===== src/upb_pkg.sv =====
package upb_pkg;
  // Register byte offsets
  localparam logic [11:0] DATA_OFS = 12'h000;
  localparam logic [11:0] STAT_OFS = 12'h018;
  localparam logic [11:0] LINE_OFS = 12'h02C;
  localparam logic [11:0] CTRL_OFS = 12'h030;
  // Control register field positions
  localparam int MODULE_ON_BIT = 0;
  localparam int LOOPBACK_BIT = 7;
  localparam int TX_ON_BIT = 8;
  localparam int RX_ON_BIT = 9;
  // Line register field positions
  localparam int BREAK_BIT = 0;
  localparam int PARITY_ON_BIT = 1;
  localparam int EVEN_BIT = 2;
  localparam int TWO_STOP_BIT = 3;
  // Values after reset
  localparam logic [31:0] CTRL_RESET = 32'h0000_0300;
  localparam logic [3:0] LINE_RESET = 4'h0;
  // Timing
  localparam int CLK_HZ = 25_000_000;
  localparam int BAUD_HZ = 115_200;
  localparam int BIT_CYCLES = CLK_HZ / BAUD_HZ;
  localparam int DATA_BITS = 8;
  localparam int FIFO_DEPTH = 4;

  typedef struct packed {
    logic rx_section_on;
    logic tx_section_on;
    logic loopback_on;
    logic module_on;
  } upb_ctl_type;

  typedef struct packed {
    logic two_stop_sel;
    logic even_parity_sel;
    logic parity_on;
    logic send_break;
  } upb_line_type;

  // Parity bit that makes data plus parity even (even=1) or odd (even=0)
  function automatic logic upb_parity(input logic [7:0] d, input logic even);
    return even ? ^d : ~^d;
  endfunction
endpackage


===== src/upb_fifo.sv =====
`timescale 1ns/100ps
`default_nettype none
module upb_fifo #(
  parameter int WIDTH = 8,
  parameter int DEPTH = 4
) (
  input wire logic ref_clk,
  input wire logic sys_rst,
  input wire logic in_valid,
  output logic in_ready,
  input wire logic [WIDTH-1:0] in_data,
  output logic out_valid,
  input wire logic out_ready,
  output logic [WIDTH-1:0] out_data
);
  localparam int AW = $clog2(DEPTH);

  if (DEPTH < 2 || (DEPTH & (DEPTH - 1)) != 0) begin : g_bad_depth
    $error("upb_fifo depth must be a power of two of at least 2");
  end

  logic [WIDTH-1:0] mem [DEPTH];
  logic [AW-1:0] wr_ptr;
  logic [AW-1:0] rd_ptr;
  logic [AW:0] count;
  logic push;
  logic pop;

  // Honest full and empty from the fill count
  assign in_ready = (count != (AW+1)'(DEPTH));
  assign out_valid = (count != '0);
  assign out_data = mem[rd_ptr];
  assign push = in_valid && in_ready;
  assign pop = out_valid && out_ready;

  // Storage
  always_ff @(posedge ref_clk) begin
    if (push) begin
      mem[wr_ptr] <= in_data;
    end
  end

  // Pointers and fill count
  always_ff @(posedge ref_clk) begin
    if (sys_rst) begin
      wr_ptr <= '0;
      rd_ptr <= '0;
      count <= '0;
    end else begin
      if (push) begin
        wr_ptr <= wr_ptr + 1'b1;
      end
      if (pop) begin
        rd_ptr <= rd_ptr + 1'b1;
      end
      count <= count + (AW+1)'(push) - (AW+1)'(pop);
    end
  end
endmodule
`default_nettype wire


===== src/upb_bit_timer.sv =====
`timescale 1ns/100ps
`default_nettype none
module upb_bit_timer #(
  parameter int CYCLES = upb_pkg::BIT_CYCLES
) (
  input wire logic ref_clk,
  input wire logic sys_rst,
  input wire logic run,
  input wire logic restart_half,
  output logic tick
);
  localparam int CW = $clog2(CYCLES + 1);
  localparam logic [CW-1:0] LAST = CW'(CYCLES - 1);
  localparam logic [CW-1:0] HALF = CW'(CYCLES / 2);

  if (CYCLES < 4) begin : g_bad_cycles
    $error("upb_bit_timer needs at least 4 cycles per bit");
  end

  logic [CW-1:0] cnt;

  // One-cycle enable pulse per bit period; idle counter held at zero
  always_ff @(posedge ref_clk) begin
    if (sys_rst || !run) begin
      cnt <= '0;
      tick <= 1'b0;
    end else if (restart_half) begin
      cnt <= HALF;
      tick <= 1'b0;
    end else if (cnt == LAST) begin
      cnt <= '0;
      tick <= 1'b1;
    end else begin
      cnt <= cnt + 1'b1;
      tick <= 1'b0;
    end
  end
endmodule
`default_nettype wire


===== src/upb_serial_ctrl.sv =====
// What this block does
// - Even select gives even ones over data plus parity; cleared gives odd.
// - Even select is ignored while parity is off.
// - Parity on adds a parity bit on send and checks it on receive.
// - Send break finishes the current character, then holds the output low.
// - Control register resets to zero except transmit and receive enables set.
// - Nothing runs until the module enable is written to one.
// - Disabling mid-character lets that character finish first.
// - Two stop bits are sent when selected; the receiver checks only one.
// - Receiver runs only with receive enable; clearing it lets the character finish.
//
// The plain strobed port is this design's own decision.
`timescale 1ns/100ps
`default_nettype none
module upb_serial_ctrl #(
  parameter int BIT_CYCLES = upb_pkg::BIT_CYCLES
) (
  input wire logic ref_clk,
  input wire logic sys_rst,
  input wire logic [11:0] reg_addr,
  input wire logic [31:0] reg_wdata,
  input wire logic reg_wr,
  input wire logic reg_rd,
  output logic [31:0] reg_rdata,
  input wire logic serial_in_pin,
  output logic serial_out_pin,
  output logic tx_fifo_ready
);
  typedef enum logic [2:0] {TX_IDLE, TX_START, TX_DATA, TX_PARITY, TX_STOP, TX_BREAK} upb_tx_state_type;
  typedef enum logic [2:0] {RX_IDLE, RX_START, RX_DATA, RX_PARITY, RX_STOP} upb_rx_state_type;

  upb_pkg::upb_ctl_type ctl;
  upb_pkg::upb_line_type line;
  upb_tx_state_type tx_state;
  upb_rx_state_type rx_state;

  logic fifo_in_ready;
  logic fifo_out_valid;
  logic fifo_out_ready;
  logic [7:0] fifo_out_data;
  logic [7:0] tx_shift;
  logic [2:0] tx_idx;
  logic tx_stop_idx;
  logic tx_par;
  logic tx_tick;
  logic tx_go;
  logic rx_meta;
  logic rx_sync;
  logic rx_prev;
  logic rx_line;
  logic rx_tick;
  logic rx_start_seen;
  logic [7:0] rx_shift;
  logic [2:0] rx_idx;
  logic rx_par_bad;
  logic [7:0] rx_data;
  logic rx_full;
  logic parity_err;
  logic frame_err;
  logic data_wr;
  logic data_rd;
  logic rx_done;

  // Register decode
  function automatic logic hit(input logic [11:0] a, input logic [11:0] ofs);
    return a == ofs;
  endfunction

  assign data_wr = reg_wr && hit(reg_addr, upb_pkg::DATA_OFS);
  assign data_rd = reg_rd && hit(reg_addr, upb_pkg::DATA_OFS);

  // Control register
  always_ff @(posedge ref_clk) begin
    if (sys_rst) begin
      ctl.module_on <= upb_pkg::CTRL_RESET[upb_pkg::MODULE_ON_BIT];
      ctl.loopback_on <= upb_pkg::CTRL_RESET[upb_pkg::LOOPBACK_BIT];
      ctl.tx_section_on <= upb_pkg::CTRL_RESET[upb_pkg::TX_ON_BIT];
      ctl.rx_section_on <= upb_pkg::CTRL_RESET[upb_pkg::RX_ON_BIT];
    end else if (reg_wr && hit(reg_addr, upb_pkg::CTRL_OFS)) begin
      ctl.module_on <= reg_wdata[upb_pkg::MODULE_ON_BIT];
      ctl.loopback_on <= reg_wdata[upb_pkg::LOOPBACK_BIT];
      ctl.tx_section_on <= reg_wdata[upb_pkg::TX_ON_BIT];
      ctl.rx_section_on <= reg_wdata[upb_pkg::RX_ON_BIT];
    end
  end

  // Line register: break, parity and stop bit selection
  always_ff @(posedge ref_clk) begin
    if (sys_rst) begin
      line <= upb_pkg::LINE_RESET;
    end else if (reg_wr && hit(reg_addr, upb_pkg::LINE_OFS)) begin
      line.send_break <= reg_wdata[upb_pkg::BREAK_BIT];
      line.parity_on <= reg_wdata[upb_pkg::PARITY_ON_BIT];
      line.even_parity_sel <= reg_wdata[upb_pkg::EVEN_BIT];
      line.two_stop_sel <= reg_wdata[upb_pkg::TWO_STOP_BIT];
    end
  end

  // Read data, valid only in the cycle after the strobe
  always_ff @(posedge ref_clk) begin
    if (sys_rst || !reg_rd) begin
      reg_rdata <= 32'h0000_0000;
    end else if (hit(reg_addr, upb_pkg::CTRL_OFS)) begin
      reg_rdata <= {22'h00_0000, ctl.rx_section_on, ctl.tx_section_on, ctl.loopback_on, 6'h00, ctl.module_on};
    end else if (hit(reg_addr, upb_pkg::LINE_OFS)) begin
      reg_rdata <= {28'h000_0000, line};
    end else if (hit(reg_addr, upb_pkg::STAT_OFS)) begin
      reg_rdata <= {25'h000_0000, rx_state != RX_IDLE, tx_state == TX_BREAK, frame_err, parity_err,
                    rx_full, tx_state != TX_IDLE, !fifo_in_ready};
    end else if (hit(reg_addr, upb_pkg::DATA_OFS)) begin
      reg_rdata <= {24'h00_0000, rx_data};
    end else begin
      reg_rdata <= 32'h0000_0000;
    end
  end

  // Transmit FIFO; writes to a full FIFO are dropped
  upb_fifo #(.WIDTH(upb_pkg::DATA_BITS), .DEPTH(upb_pkg::FIFO_DEPTH)) u_tx_fifo (
    .ref_clk(ref_clk),
    .sys_rst(sys_rst),
    .in_valid(data_wr),
    .in_ready(fifo_in_ready),
    .in_data(reg_wdata[7:0]),
    .out_valid(fifo_out_valid),
    .out_ready(fifo_out_ready),
    .out_data(fifo_out_data)
  );

  // Registered space indication for the writer
  always_ff @(posedge ref_clk) begin
    if (sys_rst) begin
      tx_fifo_ready <= 1'b0;
    end else begin
      tx_fifo_ready <= fifo_in_ready;
    end
  end

  assign tx_go = ctl.module_on && ctl.tx_section_on;
  assign fifo_out_ready = (tx_state == TX_IDLE) && tx_go && !line.send_break;

  upb_bit_timer #(.CYCLES(BIT_CYCLES)) u_tx_timer (
    .ref_clk(ref_clk),
    .sys_rst(sys_rst),
    .run(tx_state != TX_IDLE && tx_state != TX_BREAK),
    .restart_half(1'b0),
    .tick(tx_tick)
  );

  // Transmit sequencer; once started a character always completes
  always_ff @(posedge ref_clk) begin
    if (sys_rst) begin
      tx_state <= TX_IDLE;
      tx_shift <= 8'h00;
      tx_idx <= 3'h0;
      tx_stop_idx <= 1'b0;
      tx_par <= 1'b0;
    end else begin
      unique case (tx_state)
        TX_IDLE: begin
          if (line.send_break && ctl.module_on) begin
            tx_state <= TX_BREAK;
          end else if (fifo_out_valid && fifo_out_ready) begin
            tx_shift <= fifo_out_data;
            tx_par <= upb_pkg::upb_parity(fifo_out_data, line.even_parity_sel);
            tx_state <= TX_START;
          end
        end
        TX_START: begin
          if (tx_tick) begin
            tx_state <= TX_DATA;
            tx_idx <= 3'h0;
          end
        end
        TX_DATA: begin
          if (tx_tick) begin
            tx_shift <= {1'b0, tx_shift[7:1]};
            tx_idx <= tx_idx + 1'b1;
            if (tx_idx == 3'h7) begin
              tx_stop_idx <= 1'b0;
              tx_state <= line.parity_on ? TX_PARITY : TX_STOP;
            end
          end
        end
        TX_PARITY: begin
          if (tx_tick) begin
            tx_state <= TX_STOP;
          end
        end
        TX_STOP: begin
          if (tx_tick) begin
            if (line.two_stop_sel && !tx_stop_idx) begin
              tx_stop_idx <= 1'b1;
            end else begin
              tx_state <= TX_IDLE;
            end
          end
        end
        TX_BREAK: begin
          if (!line.send_break) begin
            tx_state <= TX_IDLE;
          end
        end
      endcase
    end
  end

  // Serial output driven from a flop; break forces it low
  always_ff @(posedge ref_clk) begin
    if (sys_rst) begin
      serial_out_pin <= 1'b1;
    end else begin
      unique case (tx_state)
        TX_START: serial_out_pin <= 1'b0;
        TX_DATA: serial_out_pin <= tx_shift[0];
        TX_PARITY: serial_out_pin <= tx_par;
        TX_BREAK: serial_out_pin <= 1'b0;
        default: serial_out_pin <= 1'b1;
      endcase
    end
  end

  // Input synchroniser and loop-back selection
  always_ff @(posedge ref_clk) begin
    if (sys_rst) begin
      rx_meta <= 1'b1;
      rx_sync <= 1'b1;
      rx_prev <= 1'b1;
    end else begin
      rx_meta <= serial_in_pin;
      rx_sync <= rx_meta;
      rx_prev <= rx_line;
    end
  end

  assign rx_line = ctl.loopback_on ? serial_out_pin : rx_sync;
  assign rx_start_seen = (rx_state == RX_IDLE) && ctl.module_on && ctl.rx_section_on && rx_prev && !rx_line;
  assign rx_done = (rx_state == RX_STOP) && rx_tick;

  upb_bit_timer #(.CYCLES(BIT_CYCLES)) u_rx_timer (
    .ref_clk(ref_clk),
    .sys_rst(sys_rst),
    .run(rx_state != RX_IDLE || rx_start_seen), // Armed on the start edge so the half-bit preload takes
    .restart_half(rx_start_seen),
    .tick(rx_tick)
  );

  // Receive sequencer, sampling at mid-bit
  always_ff @(posedge ref_clk) begin
    if (sys_rst) begin
      rx_state <= RX_IDLE;
      rx_shift <= 8'h00;
      rx_idx <= 3'h0;
      rx_par_bad <= 1'b0;
    end else begin
      unique case (rx_state)
        RX_IDLE: begin
          rx_par_bad <= 1'b0;
          if (rx_start_seen) begin
            rx_state <= RX_START;
          end
        end
        RX_START: begin
          if (rx_tick) begin
            rx_idx <= 3'h0;
            rx_state <= rx_line ? RX_IDLE : RX_DATA;
          end
        end
        RX_DATA: begin
          if (rx_tick) begin
            rx_shift <= {rx_line, rx_shift[7:1]};
            rx_idx <= rx_idx + 1'b1;
            if (rx_idx == 3'h7) begin
              rx_state <= line.parity_on ? RX_PARITY : RX_STOP;
            end
          end
        end
        RX_PARITY: begin
          if (rx_tick) begin
            rx_par_bad <= rx_line != upb_pkg::upb_parity(rx_shift, line.even_parity_sel);
            rx_state <= RX_STOP;
          end
        end
        RX_STOP: begin
          if (rx_tick) begin
            rx_state <= RX_IDLE;
          end
        end
      endcase
    end
  end

  // Receive holding register and error flags; a new character wins over the read clear
  always_ff @(posedge ref_clk) begin
    if (sys_rst) begin
      rx_data <= 8'h00;
      rx_full <= 1'b0;
      parity_err <= 1'b0;
      frame_err <= 1'b0;
    end else if (rx_done) begin
      rx_data <= rx_shift;
      rx_full <= 1'b1;
      parity_err <= rx_par_bad;
      frame_err <= !rx_line;
    end else if (data_rd) begin
      rx_full <= 1'b0;
      parity_err <= 1'b0;
      frame_err <= 1'b0;
    end
  end
endmodule
`default_nettype wire


===== config.mk =====
export PLATFORM = sky130hd
export DESIGN_NAME = upb_serial_ctrl
export DESIGN_NICKNAME = d
export VERILOG_FILES = /design/src/upb_pkg.sv /design/src/upb_fifo.sv /design/src/upb_bit_timer.sv /design/src/upb_serial_ctrl.sv
export SDC_FILE = /design/constraint.sdc
export NUM_CORES = 1
export LEC_CHECK = 0
export BUFFER_PORTS_ARGS = -buffer_cell sky130_fd_sc_hd__buf_2
export CAP_MARGIN = 20
export CORE_MARGIN = 4
export CORE_UTILIZATION = 30
export CTS_CLUSTER_DIAMETER = 40
export CTS_CLUSTER_SIZE = 16
export DETAILED_ROUTE_END_ITERATION = 8
export SYNTH_ARGS = -nofsm -noshare
export SYNTH_HDL_FRONTEND = slang
export SYNTH_SLANG_ARGS = --single-unit

===== constraint.sdc =====
create_clock -name ref_clk -period 3.11 [get_ports ref_clk]
set_clock_uncertainty 0.2 [all_clocks]
set_input_delay 0.4665 -clock ref_clk [delete_from_list [all_inputs] [get_ports ref_clk]]
set_output_delay 0.4665 -clock ref_clk [all_outputs]
set_load 0.01 [all_outputs]

Yosys cells after proc, flatten, opt, wreduce, memory -nomap -nowiden
Memory sizes are Yosys's and may differ from the RTL's. A register that Yosys moved wholly into a read port is not among the register bits.
Cells that the tools add are included.
- flip-flop bits (word level): 112
- bits in writable memories: 32
- latch bits: 0
- logic and storage cells: 199
- memories: 1
- bits in read-only memories: 0
- output and inout bits: 34
- memories (memory ; words ; bits a word ; read ports ; clocked after memory_dff ; write ports ; RTL line ; RTL):
    u_tx_fifo.mem ; 4 ; 8 ; 1 ; 1 ; 1 ; upb_fifo.sv:22 ; logic [WIDTH-1:0] mem [DEPTH];
- multiplexer cells: 55
- equal/unequal tests: 36
- $mul: 0
- bitwise gates (word level): 1
- div/mod/pow operators: 0
- add/sub/neg operators: 8
- reduce and logical (&&, ||, !) cells: 60
- shift-type cells: 0
- order comparisons: 0
- operators by type and width (operator ; number):
    2-to-1 mux 3 bit ; 19
    2-to-1 mux 8 bit ; 6
    == test 12 x 6 -> 1 bit (second input constant) ; 2
    != test 2 x 1 -> 1 bit (second input constant) ; 9
    case mux 3 bit (6 select lines) ; 1
    logical AND 1 bit ; 17
    adder 8 x 1 -> 8 bit (second input constant) ; 2
    == test 8 bit (second input constant) ; 2
    2-to-1 mux 1 bit ; 16
    case mux 8 bit (2 select lines) ; 1
    XNOR reduction 8 bit ; 2
    parity 8 bit ; 2
    == test 3 bit (second input constant) ; 5
    case mux 3 bit (5 select lines) ; 1
    2-to-1 mux 7 bit ; 2
    != test 2 bit (second input constant) ; 7
    == test 12 x 5 -> 1 bit (second input constant) ; 1
    == test 3 x 2 -> 1 bit (second input constant) ; 4
    logical NOT 12 bit ; 1
    case mux 3 bit (2 select lines) ; 2
    nonzero test 2 bit ; 6
    2-to-1 mux 10 bit ; 1
    AND reduction 3 bit ; 3
    nonzero test 3 bit ; 3
    23 further kinds ; 45

Depth between registers and ports, before layout
Gate-level depths: netlist (run 1).
- depth in word-level cells: 9
- depth in mapped cells: 10
- depth with buffers taken out: 9

Hierarchy
A second synthesis (run 1) with hierarchy kept.
- cell total of the unflattened synthesis: 590
- area total of the unflattened synthesis: 5859.4 sq um
- by module, submodules not included (module ; sequential area each (sq um) ; cells an instance ; area an instance (sq um) ; times used):
    upb_serial_ctrl ; 1301.2 ; 401 ; 3331.9 ; 1
    upb_fifo ; 1141.1 ; 91 ; 1646.6 ; 1
    upb_bit_timer ; 180.2 ; 49 ; 440.4 ; 2

Worst setup path after synthesis (run 1)
OpenSTA, ideal clock, no wires.
- path kind: input port to flip-flop
- from: input reg_addr[9]
- to: register u_tx_fifo.count[2]
- path buffers: 0
- path slack: 44 ps
- arrival time: 2739 ps
- stages: 9
- data required time: 2782 ps
- setup time: 128 ps
- cell sequence: or4_4 > nor4_4 > nor3b_4 > ha_1 > inv_1 > fa_1 > xor2_1 > xnor2_1 > nor2_1
- longest elaborated chain between the ends: 5
- RTL lines (what ; RTL line ; RTL):
    start: declaration ; upb_serial_ctrl.sv:20 ; input wire logic [11:0] reg_addr,
    logical NOT 12 bit ; upb_serial_ctrl.sv:66 ; return a == ofs;
    logical AND 1 bit ; upb_serial_ctrl.sv:69 ; assign data_wr = reg_wr && hit(reg_addr, upb_pkg::DATA_OFS);
    logical AND 1 bit ; upb_fifo.sv:33 ; assign push = in_valid && in_ready;
    named net u_tx_fifo.push ; upb_fifo.sv:26 ; logic push;
    adder 3 x 1 -> 3 bit ; upb_fifo.sv:56 ; count <= count + (AW+1)'(push) - (AW+1)'(pop);
    subtractor 3 x 1 -> 3 bit ; upb_fifo.sv:56 ;
    end signal: assignment ; upb_fifo.sv:56 ;
    end: declaration ; upb_fifo.sv:25 ; logic [AW:0] count;
The timed path passes the listed nets, and every way through them passes these cells.
A chain may end at the register's enable or synchronous reset.

Final worst setup path (run 1)
- from: register tx_state[2]
- to: register u_tx_fifo.count[2]
- longest elaborated chain between the ends: 5
- RTL lines (what ; RTL line ; RTL):
    start: declaration ; upb_serial_ctrl.sv:34 ; upb_tx_state_type tx_state;
    start signal: assignment ; upb_serial_ctrl.sv:180 ; tx_state <= line.parity_on ? TX_PARITY : TX_STOP;
    logical NOT 3 bit ; upb_serial_ctrl.sv:139 ; assign fifo_out_ready = (tx_state == TX_IDLE) && tx_go && !line.send_break;
    logical AND 1 bit (2 in a row) ; upb_serial_ctrl.sv:139 ;
    logical AND 1 bit ; upb_fifo.sv:34 ; assign pop = out_valid && out_ready;
    subtractor 3 x 1 -> 3 bit ; upb_fifo.sv:56 ;
Every way passes these cells.

==> results of run 1 <==
==> power breakdown <==
| part | switching (mW) | internal (mW) |
|---|---|---|
| Clock | 0.747 | 1.27 |
| Combinational | 0.164 | 0.0953 |
| Sequential | 0.0324 | 1.68 |
==> layout make-up <==
class,count,area (µm²),share of cell area
Multi-Input combinational cell,376,2490,0.381
Sequential cell,124,2800,0.428
Inverter,14,52.6,0.00803
Clock inverter,15,188,0.0287
Tap cell,229,287,0.0438
Clock buffer,17,425,0.0650
Timing Repair Buffer,52,295,0.0451
==> sequential cells by signal, indices dropped and copies added, names as in the netlist, 2 cells and up, named ones only <==
name	flops
tx_idx	3
u_tx_timer.cnt	8
ctl	4
u_tx_fifo.mem	32
rx_idx	3
tx_shift	8
u_tx_fifo.count	3
u_tx_fifo.wr_ptr	2
u_rx_timer.cnt	8
rx_shift	8
line	4
tx_state	3
rx_state	3
rx_data	8
reg_rdata	10
u_tx_fifo.rd_ptr	2
==> per-layer routing <==
| metal | vias to the layer above | part of all wire | routed length, µm |
|---|---|---|---|
| li1 | 1947 | - | - |
| met1 | 1895 | 0.45 | 5220 |
| met2 | 106 | 0.47 | 5420 |
| met3 | 14 | 0.060 | 698 |
| met4 | 0 | 0.018 | 212 |
| met5 | - | 0 | 0 |
==> kinds of logic after synthesis <==
| family | share of synthesized area |
|---|---|
| AND/OR/NAND/NOR | 0.182 |
| other | 0.000678 |
| flip-flops | 0.507 |
| AO/OA/AOI/OAI | 0.0973 |
| XOR/XNOR | 0.0620 |
| adder cells (fa/ha/maj) | 0.0330 |
| buffers and inverters | 0.0570 |
| multiplexers | 0.0615 |
==> through the flow <==
step	utilization	worst slack, ps
after floorplan	-	43.8
after global placement	0.329	120
after detailed placement	0.329	103
after CTS	0.363	435
after global routing	0.363	320
final	0.363	435
==> final timing paths <==
kind / start / slack, ps / depth (start not counted) / to
setup / recovery: tx_state[2] / 440 / 9 / u_tx_fifo.count[2]
hold / removal: serial_in_pin / 40 / 2 / rx_meta
setup reg to reg: tx_state[2] / 440 / 9 / u_tx_fifo.count[2]
hold reg to reg: rx_meta / 210 / 1 / rx_sync
==> placed cells by master, fill, tap and decap left out, types with 3 or more instances in the layout <==
| cell | synthesis | final |
|---|---|---|
| dfxtp_1 | 92 | 92 |
| nor2_1 | 60 | 60 |
| nand2_1 | 53 | 53 |
| buf_2 | 3 | 38 |
| edfxtp_1 | 32 | 32 |
| a21oi_1 | 31 | 31 |
| conb_1 | 1 | 22 |
| xnor2_1 | 20 | 20 |
| clkbuf_16 | 0 | 17 |
| mux2i_1 | 16 | 16 |
| xor2_1 | 14 | 14 |
| nand3_1 | 14 | 14 |
| a211oi_1 | 14 | 14 |
| buf_4 | 23 | 14 |
| inv_1 | 13 | 13 |
| ha_1 | 13 | 13 |
| and3_1 | 10 | 10 |
| nor3_1 | 8 | 8 |
| nand2b_1 | 8 | 8 |
| o21ai_0 | 8 | 8 |
| mux4_2 | 8 | 8 |
| and2_1 | 7 | 7 |
| or2_2 | 6 | 6 |
| nor3b_1 | 5 | 5 |
| nor2b_1 | 5 | 5 |
| a22oi_1 | 5 | 5 |
| nand4_1 | 4 | 4 |
| a32oi_1 | 4 | 4 |
| a221oi_1 | 4 | 4 |
| clkinv_4 | 0 | 4 |
| inv_6 | 0 | 4 |
| or3_1 | 3 | 3 |
| nand3b_1 | 3 | 3 |
| nand4b_1 | 3 | 3 |
| clkinvlp_4 | 0 | 3 |
| bufinv_16 | 0 | 3 |
==> flow_summary_export.csv, run 1 <==
group,metric,value,unit
outcome,status,"complete, no violations",
sta,final-setup-viol-count,0,
sta,drv_slew,0,
yosys,synth.area.top_cells,"dfxtp_1 33%, edfxtp_1 17%, nor2_1 4.1%",
global_route,first_global_vias,3871,
sta,finalHoldViolations,0,
worst_setup_path,worstPathCellList,"or3_1 > nor3_2 > xor2_1 > ha_1 > inv_1 > fa_1 > xor2_1 > xnor2_1 > nor2_1",
power,ir_worst_vdd,0.000381,V
layout,layout-drive-gt1-share,0.174,
floorplanning,dieArea,20700,µm²
route,drtAntennaViolNets,0,
global_route,grt_max_degree,28,
worst_setup_path,slowest_stage,"or3_1",
sta,whs,41.7,ps
hold_path,hold_path_class,"in2reg",
yosys,synth_top_cell_by_area,"dfxtp_1",
route,firstDrtPassIters,6,
yosys,synth_top_area_share,0.333,
route,wl_per_cell,14.0,µm
global_route,grt_pass1_wl,19000,µm
placement,dpl_cell_area,5930,µm²
floorplanning,core-area,18000,µm²
route,vias,3962,
worst_setup_path,crit_required,3200,ps
yosys,synthFlopType,"dfxtp_1",
clock_network,clock_sinks,124,
yosys,synthArstFlopShare,0,
placement,hpwl,8340,µm
route,drc,0,
run,maxCapViolations,0,
sta,rsz0062_at_grt,"false",
sta,tightest_slew,693,ps
yosys,yosysWarningCount,0,
worst_setup_path,critPathCaptureType,"register",
power,p_leak,2.40,nW
sta,period_share,0.860,
worst_setup_path,path_common_cell,"xor2_1",
route,drt-initial-drc-count,215,
placement,port_buffers,38,
floorplanning,start_util,0.307,
sta,setup-tns-final,0,ps
clock_network,cts_hold_buf,0,
yosys,syn_avg_cell_area,10.3,µm²
route,wirelength,11600,µm
floorplanning,die_x,144,µm
yosys,ys_top_cells_by_count,"92 x dfxtp_1, 60 x nor2_1, 53 x nand2_1, 32 x edfxtp_1, 31 x a21oi_1",
sta,slew_headroom,0.537,
global_route,grt.total_usage,0.116,
clock_network,htree_levels,4,
yosys,seq_area_frac_synth,0.507,
clock_network,cts.path.max_buffers,2,
route,vias_per_cell,4.79,
global_route,met2_usage,0.187,
power,p_total,3.99,mW
yosys,yosysUniqueCellTypes,55,
worst_setup_path,max_stage_delay,520,ps
layout,fin_nets,648,
worst_setup_path,worstPathArrival,2760,ps
worst_setup_path,cpLargestDelayFamily,"simple AND/OR/NAND/NOR gates",
floorplanning,ioPinCount,83,
worst_setup_path,cp-start-kind,"register",
yosys,synth-edff-count,32,
global_route,busiest_layer,"met2",
sta,clock.fmax,0.374,GHz
floorplanning,die_height,144,µm
layout,n_antenna_cell,0,
layout,fill_cells,1774,
power,power_density,609,nW/µm²
clock_network,cts_root_buf,"clkbuf_16",
yosys,synthCells,539,
global_route,grt_use_met3,0.0303,
layout,fin_cells,827,
global_route,grt_overflow,0,
worst_setup_path,crit_type,"reg2reg",
yosys,yosysMostFrequentCell,"dfxtp_1",
clock_network,numCtsBuffers,17,
floorplanning,rows,49,
worst_setup_path,crit_fanout,12,
clock_network,cts_tree,"built",
global_route,antenna_found_initial,0,
worst_setup_path,cp.buffers_inverters,1,
clock_network,clk_latency,410,ps
clock_network,cts_setup_buffers,0,
global_route,use_met1,0.144,
placement,routabilityCongestion,0.849,
yosys,syn_area,5530,µm²
placement,place_inst,795,
clock_network,cts-resized-gates,0,
yosys,ys_ff_latch,124,
layout,synthToLayoutAreaGrowth,18.3,%
sta,fin_crit,2680,ps
clock_network,clk_pin_slew,60,ps
layout,final_area,6540,µm²
Power figures use the tool's default switching activity.
==> inputs of run 2 (changes only) <==
--- a/config.mk
+++ b/config.mk
@@ -12,6 +12,7 @@
 export CTS_CLUSTER_DIAMETER = 40
 export CTS_CLUSTER_SIZE = 16
 export DETAILED_ROUTE_END_ITERATION = 8
+export HOLD_SLACK_MARGIN = 0.15
 export SYNTH_ARGS = -nofsm -noshare
 export SYNTH_HDL_FRONTEND = slang
 export SYNTH_SLANG_ARGS = --single-unit
==> constraint.sdc (replaced) <==
create_clock -name ref_clk -period 3.11 [get_ports ref_clk]
set_clock_uncertainty 0.2 [all_clocks]
set_input_delay 0.4665 -clock ref_clk [delete_from_list [all_inputs] [get_ports ref_clk]]
set_output_delay 0.4665 -clock ref_clk [all_outputs]
set_load 0.02 [all_outputs]
==> flow_summary_export.csv, run 2 (synthesized netlist as in run 1, its figures left out) <==
group,metric,value,unit
sta,drv_slew,0,
worst_setup_path,reg2reg_slack,450,ps
layout,final_cell_mix,"92 x dfxtp_1, 60 x nor2_1, 53 x nand2_1, 38 x buf_2, 32 x edfxtp_1",
hold_path,hold_path_class,"reg2reg",
sta,setup_slack,445,ps
floorplanning,dieArea,20700,µm²
sta,period_share,0.857,
floorplanning,rows,49,
global_route,first_global_vias,3922,
sta,tightest_slew,693,ps
route,drc,0,
run,maxCapViolations,0,
clock_network,htree_levels,4,
clock_network,cts_tree,"built",
global_route,grt_pass1_wl,19200,µm
floorplanning,core-area,18000,µm²
clock_network,cts.path.max_buffers,2,
sta,fin_crit,2660,ps
worst_setup_path,worstPathCellList,"or3_1 > nor3_2 > xor2_1 > ha_1 > inv_1 > fa_1 > xor2_1 > xnor2_1 > nor2_1",
layout,largest_register_ffs,32,
worst_setup_path,path_common_cell,"xor2_1",
route,vias_per_cell,4.74,
worst_setup_path,cp-start-kind,"register",
placement,port_buffers,38,
sta,clock.fmax,0.375,GHz
floorplanning,start_util,0.307,
global_route,grt_max_degree,28,
global_route,antenna_found_initial,0,
worst_setup_path,cpLargestDelayFamily,"simple AND/OR/NAND/NOR gates",
floorplanning,die_height,144,µm
route,wl_per_cell,13.9,µm
outcome,status,"complete, no violations",
layout,layout-drive-gt1-share,0.171,
floorplanning,ioPinCount,83,
global_route,grt.total_usage,0.117,
route,vias,3970,
route,drtAntennaViolNets,0,
worst_setup_path,crit_fanout,12,
sta,whs,212,ps
global_route,grt_overflow,0,
sta,finalHoldViolations,0,
worst_setup_path,slowest_stage,"or3_1",
clock_network,cts_setup_buffers,0,
placement,routabilityCongestion,0.849,
worst_setup_path,max_stage_delay,520,ps
layout,fill_cells,1768,
layout,final_common_cell,"dfxtp_1",
clock_network,numCtsBuffers,17,
worst_setup_path,worstPathArrival,2750,ps
worst_setup_path,crit_type,"reg2reg",
clock_network,clk_latency,400,ps
worst_setup_path,critPathCaptureType,"register",
sta,final-setup-viol-count,0,
layout,reg_top3,"u_tx_fifo.mem: 32 flops, reg_rdata: 10 flops",
route,firstDrtPassIters,5,
layout,final_area,6650,µm²
worst_setup_path,crit_required,3200,ps
power,p_leak,2.45,nW
power,ir_worst_vdd,0.000379,V
sta,rsz0062_at_grt,"false",
floorplanning,die_x,144,µm
layout,fin_nets,659,
layout,synthToLayoutAreaGrowth,20.3,%
layout,regMostFlops,"u_tx_fifo.mem",
route,drt-initial-drc-count,180,
placement,hpwl,8340,µm
clock_network,clk_pin_slew,60,ps
sta,setup-tns-final,0,ps
layout,n_antenna_cell,0,
clock_network,clock_sinks,124,
placement,post-place-ws,103,ps
route,wirelength,11600,µm
clock_network,cts_root_buf,"clkbuf_16",
worst_setup_path,cp.buffers_inverters,1,
sta,slew_headroom,0.536,
power,power_density,603,nW/µm²
placement,dpl_cell_area,5930,µm²
## run 2: power breakdown
part           internal (mW)  switching, mW  total [mW]
Clock                   1.27          0.746        2.02
Sequential              1.68         0.0321        1.71
Combinational          0.104          0.182       0.286
## run 2: timing repair
action / in CTS / in global routing
hold buffers: 11 / 0
gates resized for setup: 0 / 0
endpoints found under the hold margin: 35 / 0
## run 2: area by class of cell
| cell class | instances | area [µm²] | area share |
|---|---|---|---|
| inverter | 14 | 52.6 | 0.00790 |
| sequential | 124 | 2800 | 0.421 |
| clock inverter | 15 | 188 | 0.0282 |
| multi-input combinational | 376 | 2490 | 0.375 |
| tap | 229 | 287 | 0.0431 |
| timing repair buffer | 63 | 405 | 0.0609 |
| clock buffer | 17 | 425 | 0.0639 |
## run 2: final timing paths
| path | startpoint | end | cells after the start |
|---|---|---|---|
| worst min register to register | rx_meta | rx_sync | 1 |
| worst max-delay path | tx_state[2] | u_tx_fifo.count[2] | 9 |
| worst min-delay path | rx_meta | rx_sync | 1 |
| worst max register to register | tx_state[2] | u_tx_fifo.count[2] | 9 |
## run 2: layer usage
layer | global-route usage | share of wire
met5 | 0 | 0
met4 | 0.0565 | 0.017
met2 | 0.190 | 0.47
met3 | 0.0296 | 0.059
met1 | 0.145 | 0.45
## run 2: through the flow
stage | instances | power (mW) | utilization
2_1_floorplan | 560 | 1.95 | -
3_3_place_gp | 795 | 2.01 | 0.329
3_5_place_dp | 795 | 2.02 | 0.329
4_1_cts | 838 | 4.06 | 0.369
5_1_grt | 838 | 4.17 | 0.369
6_report | 838 | 4.01 | 0.369
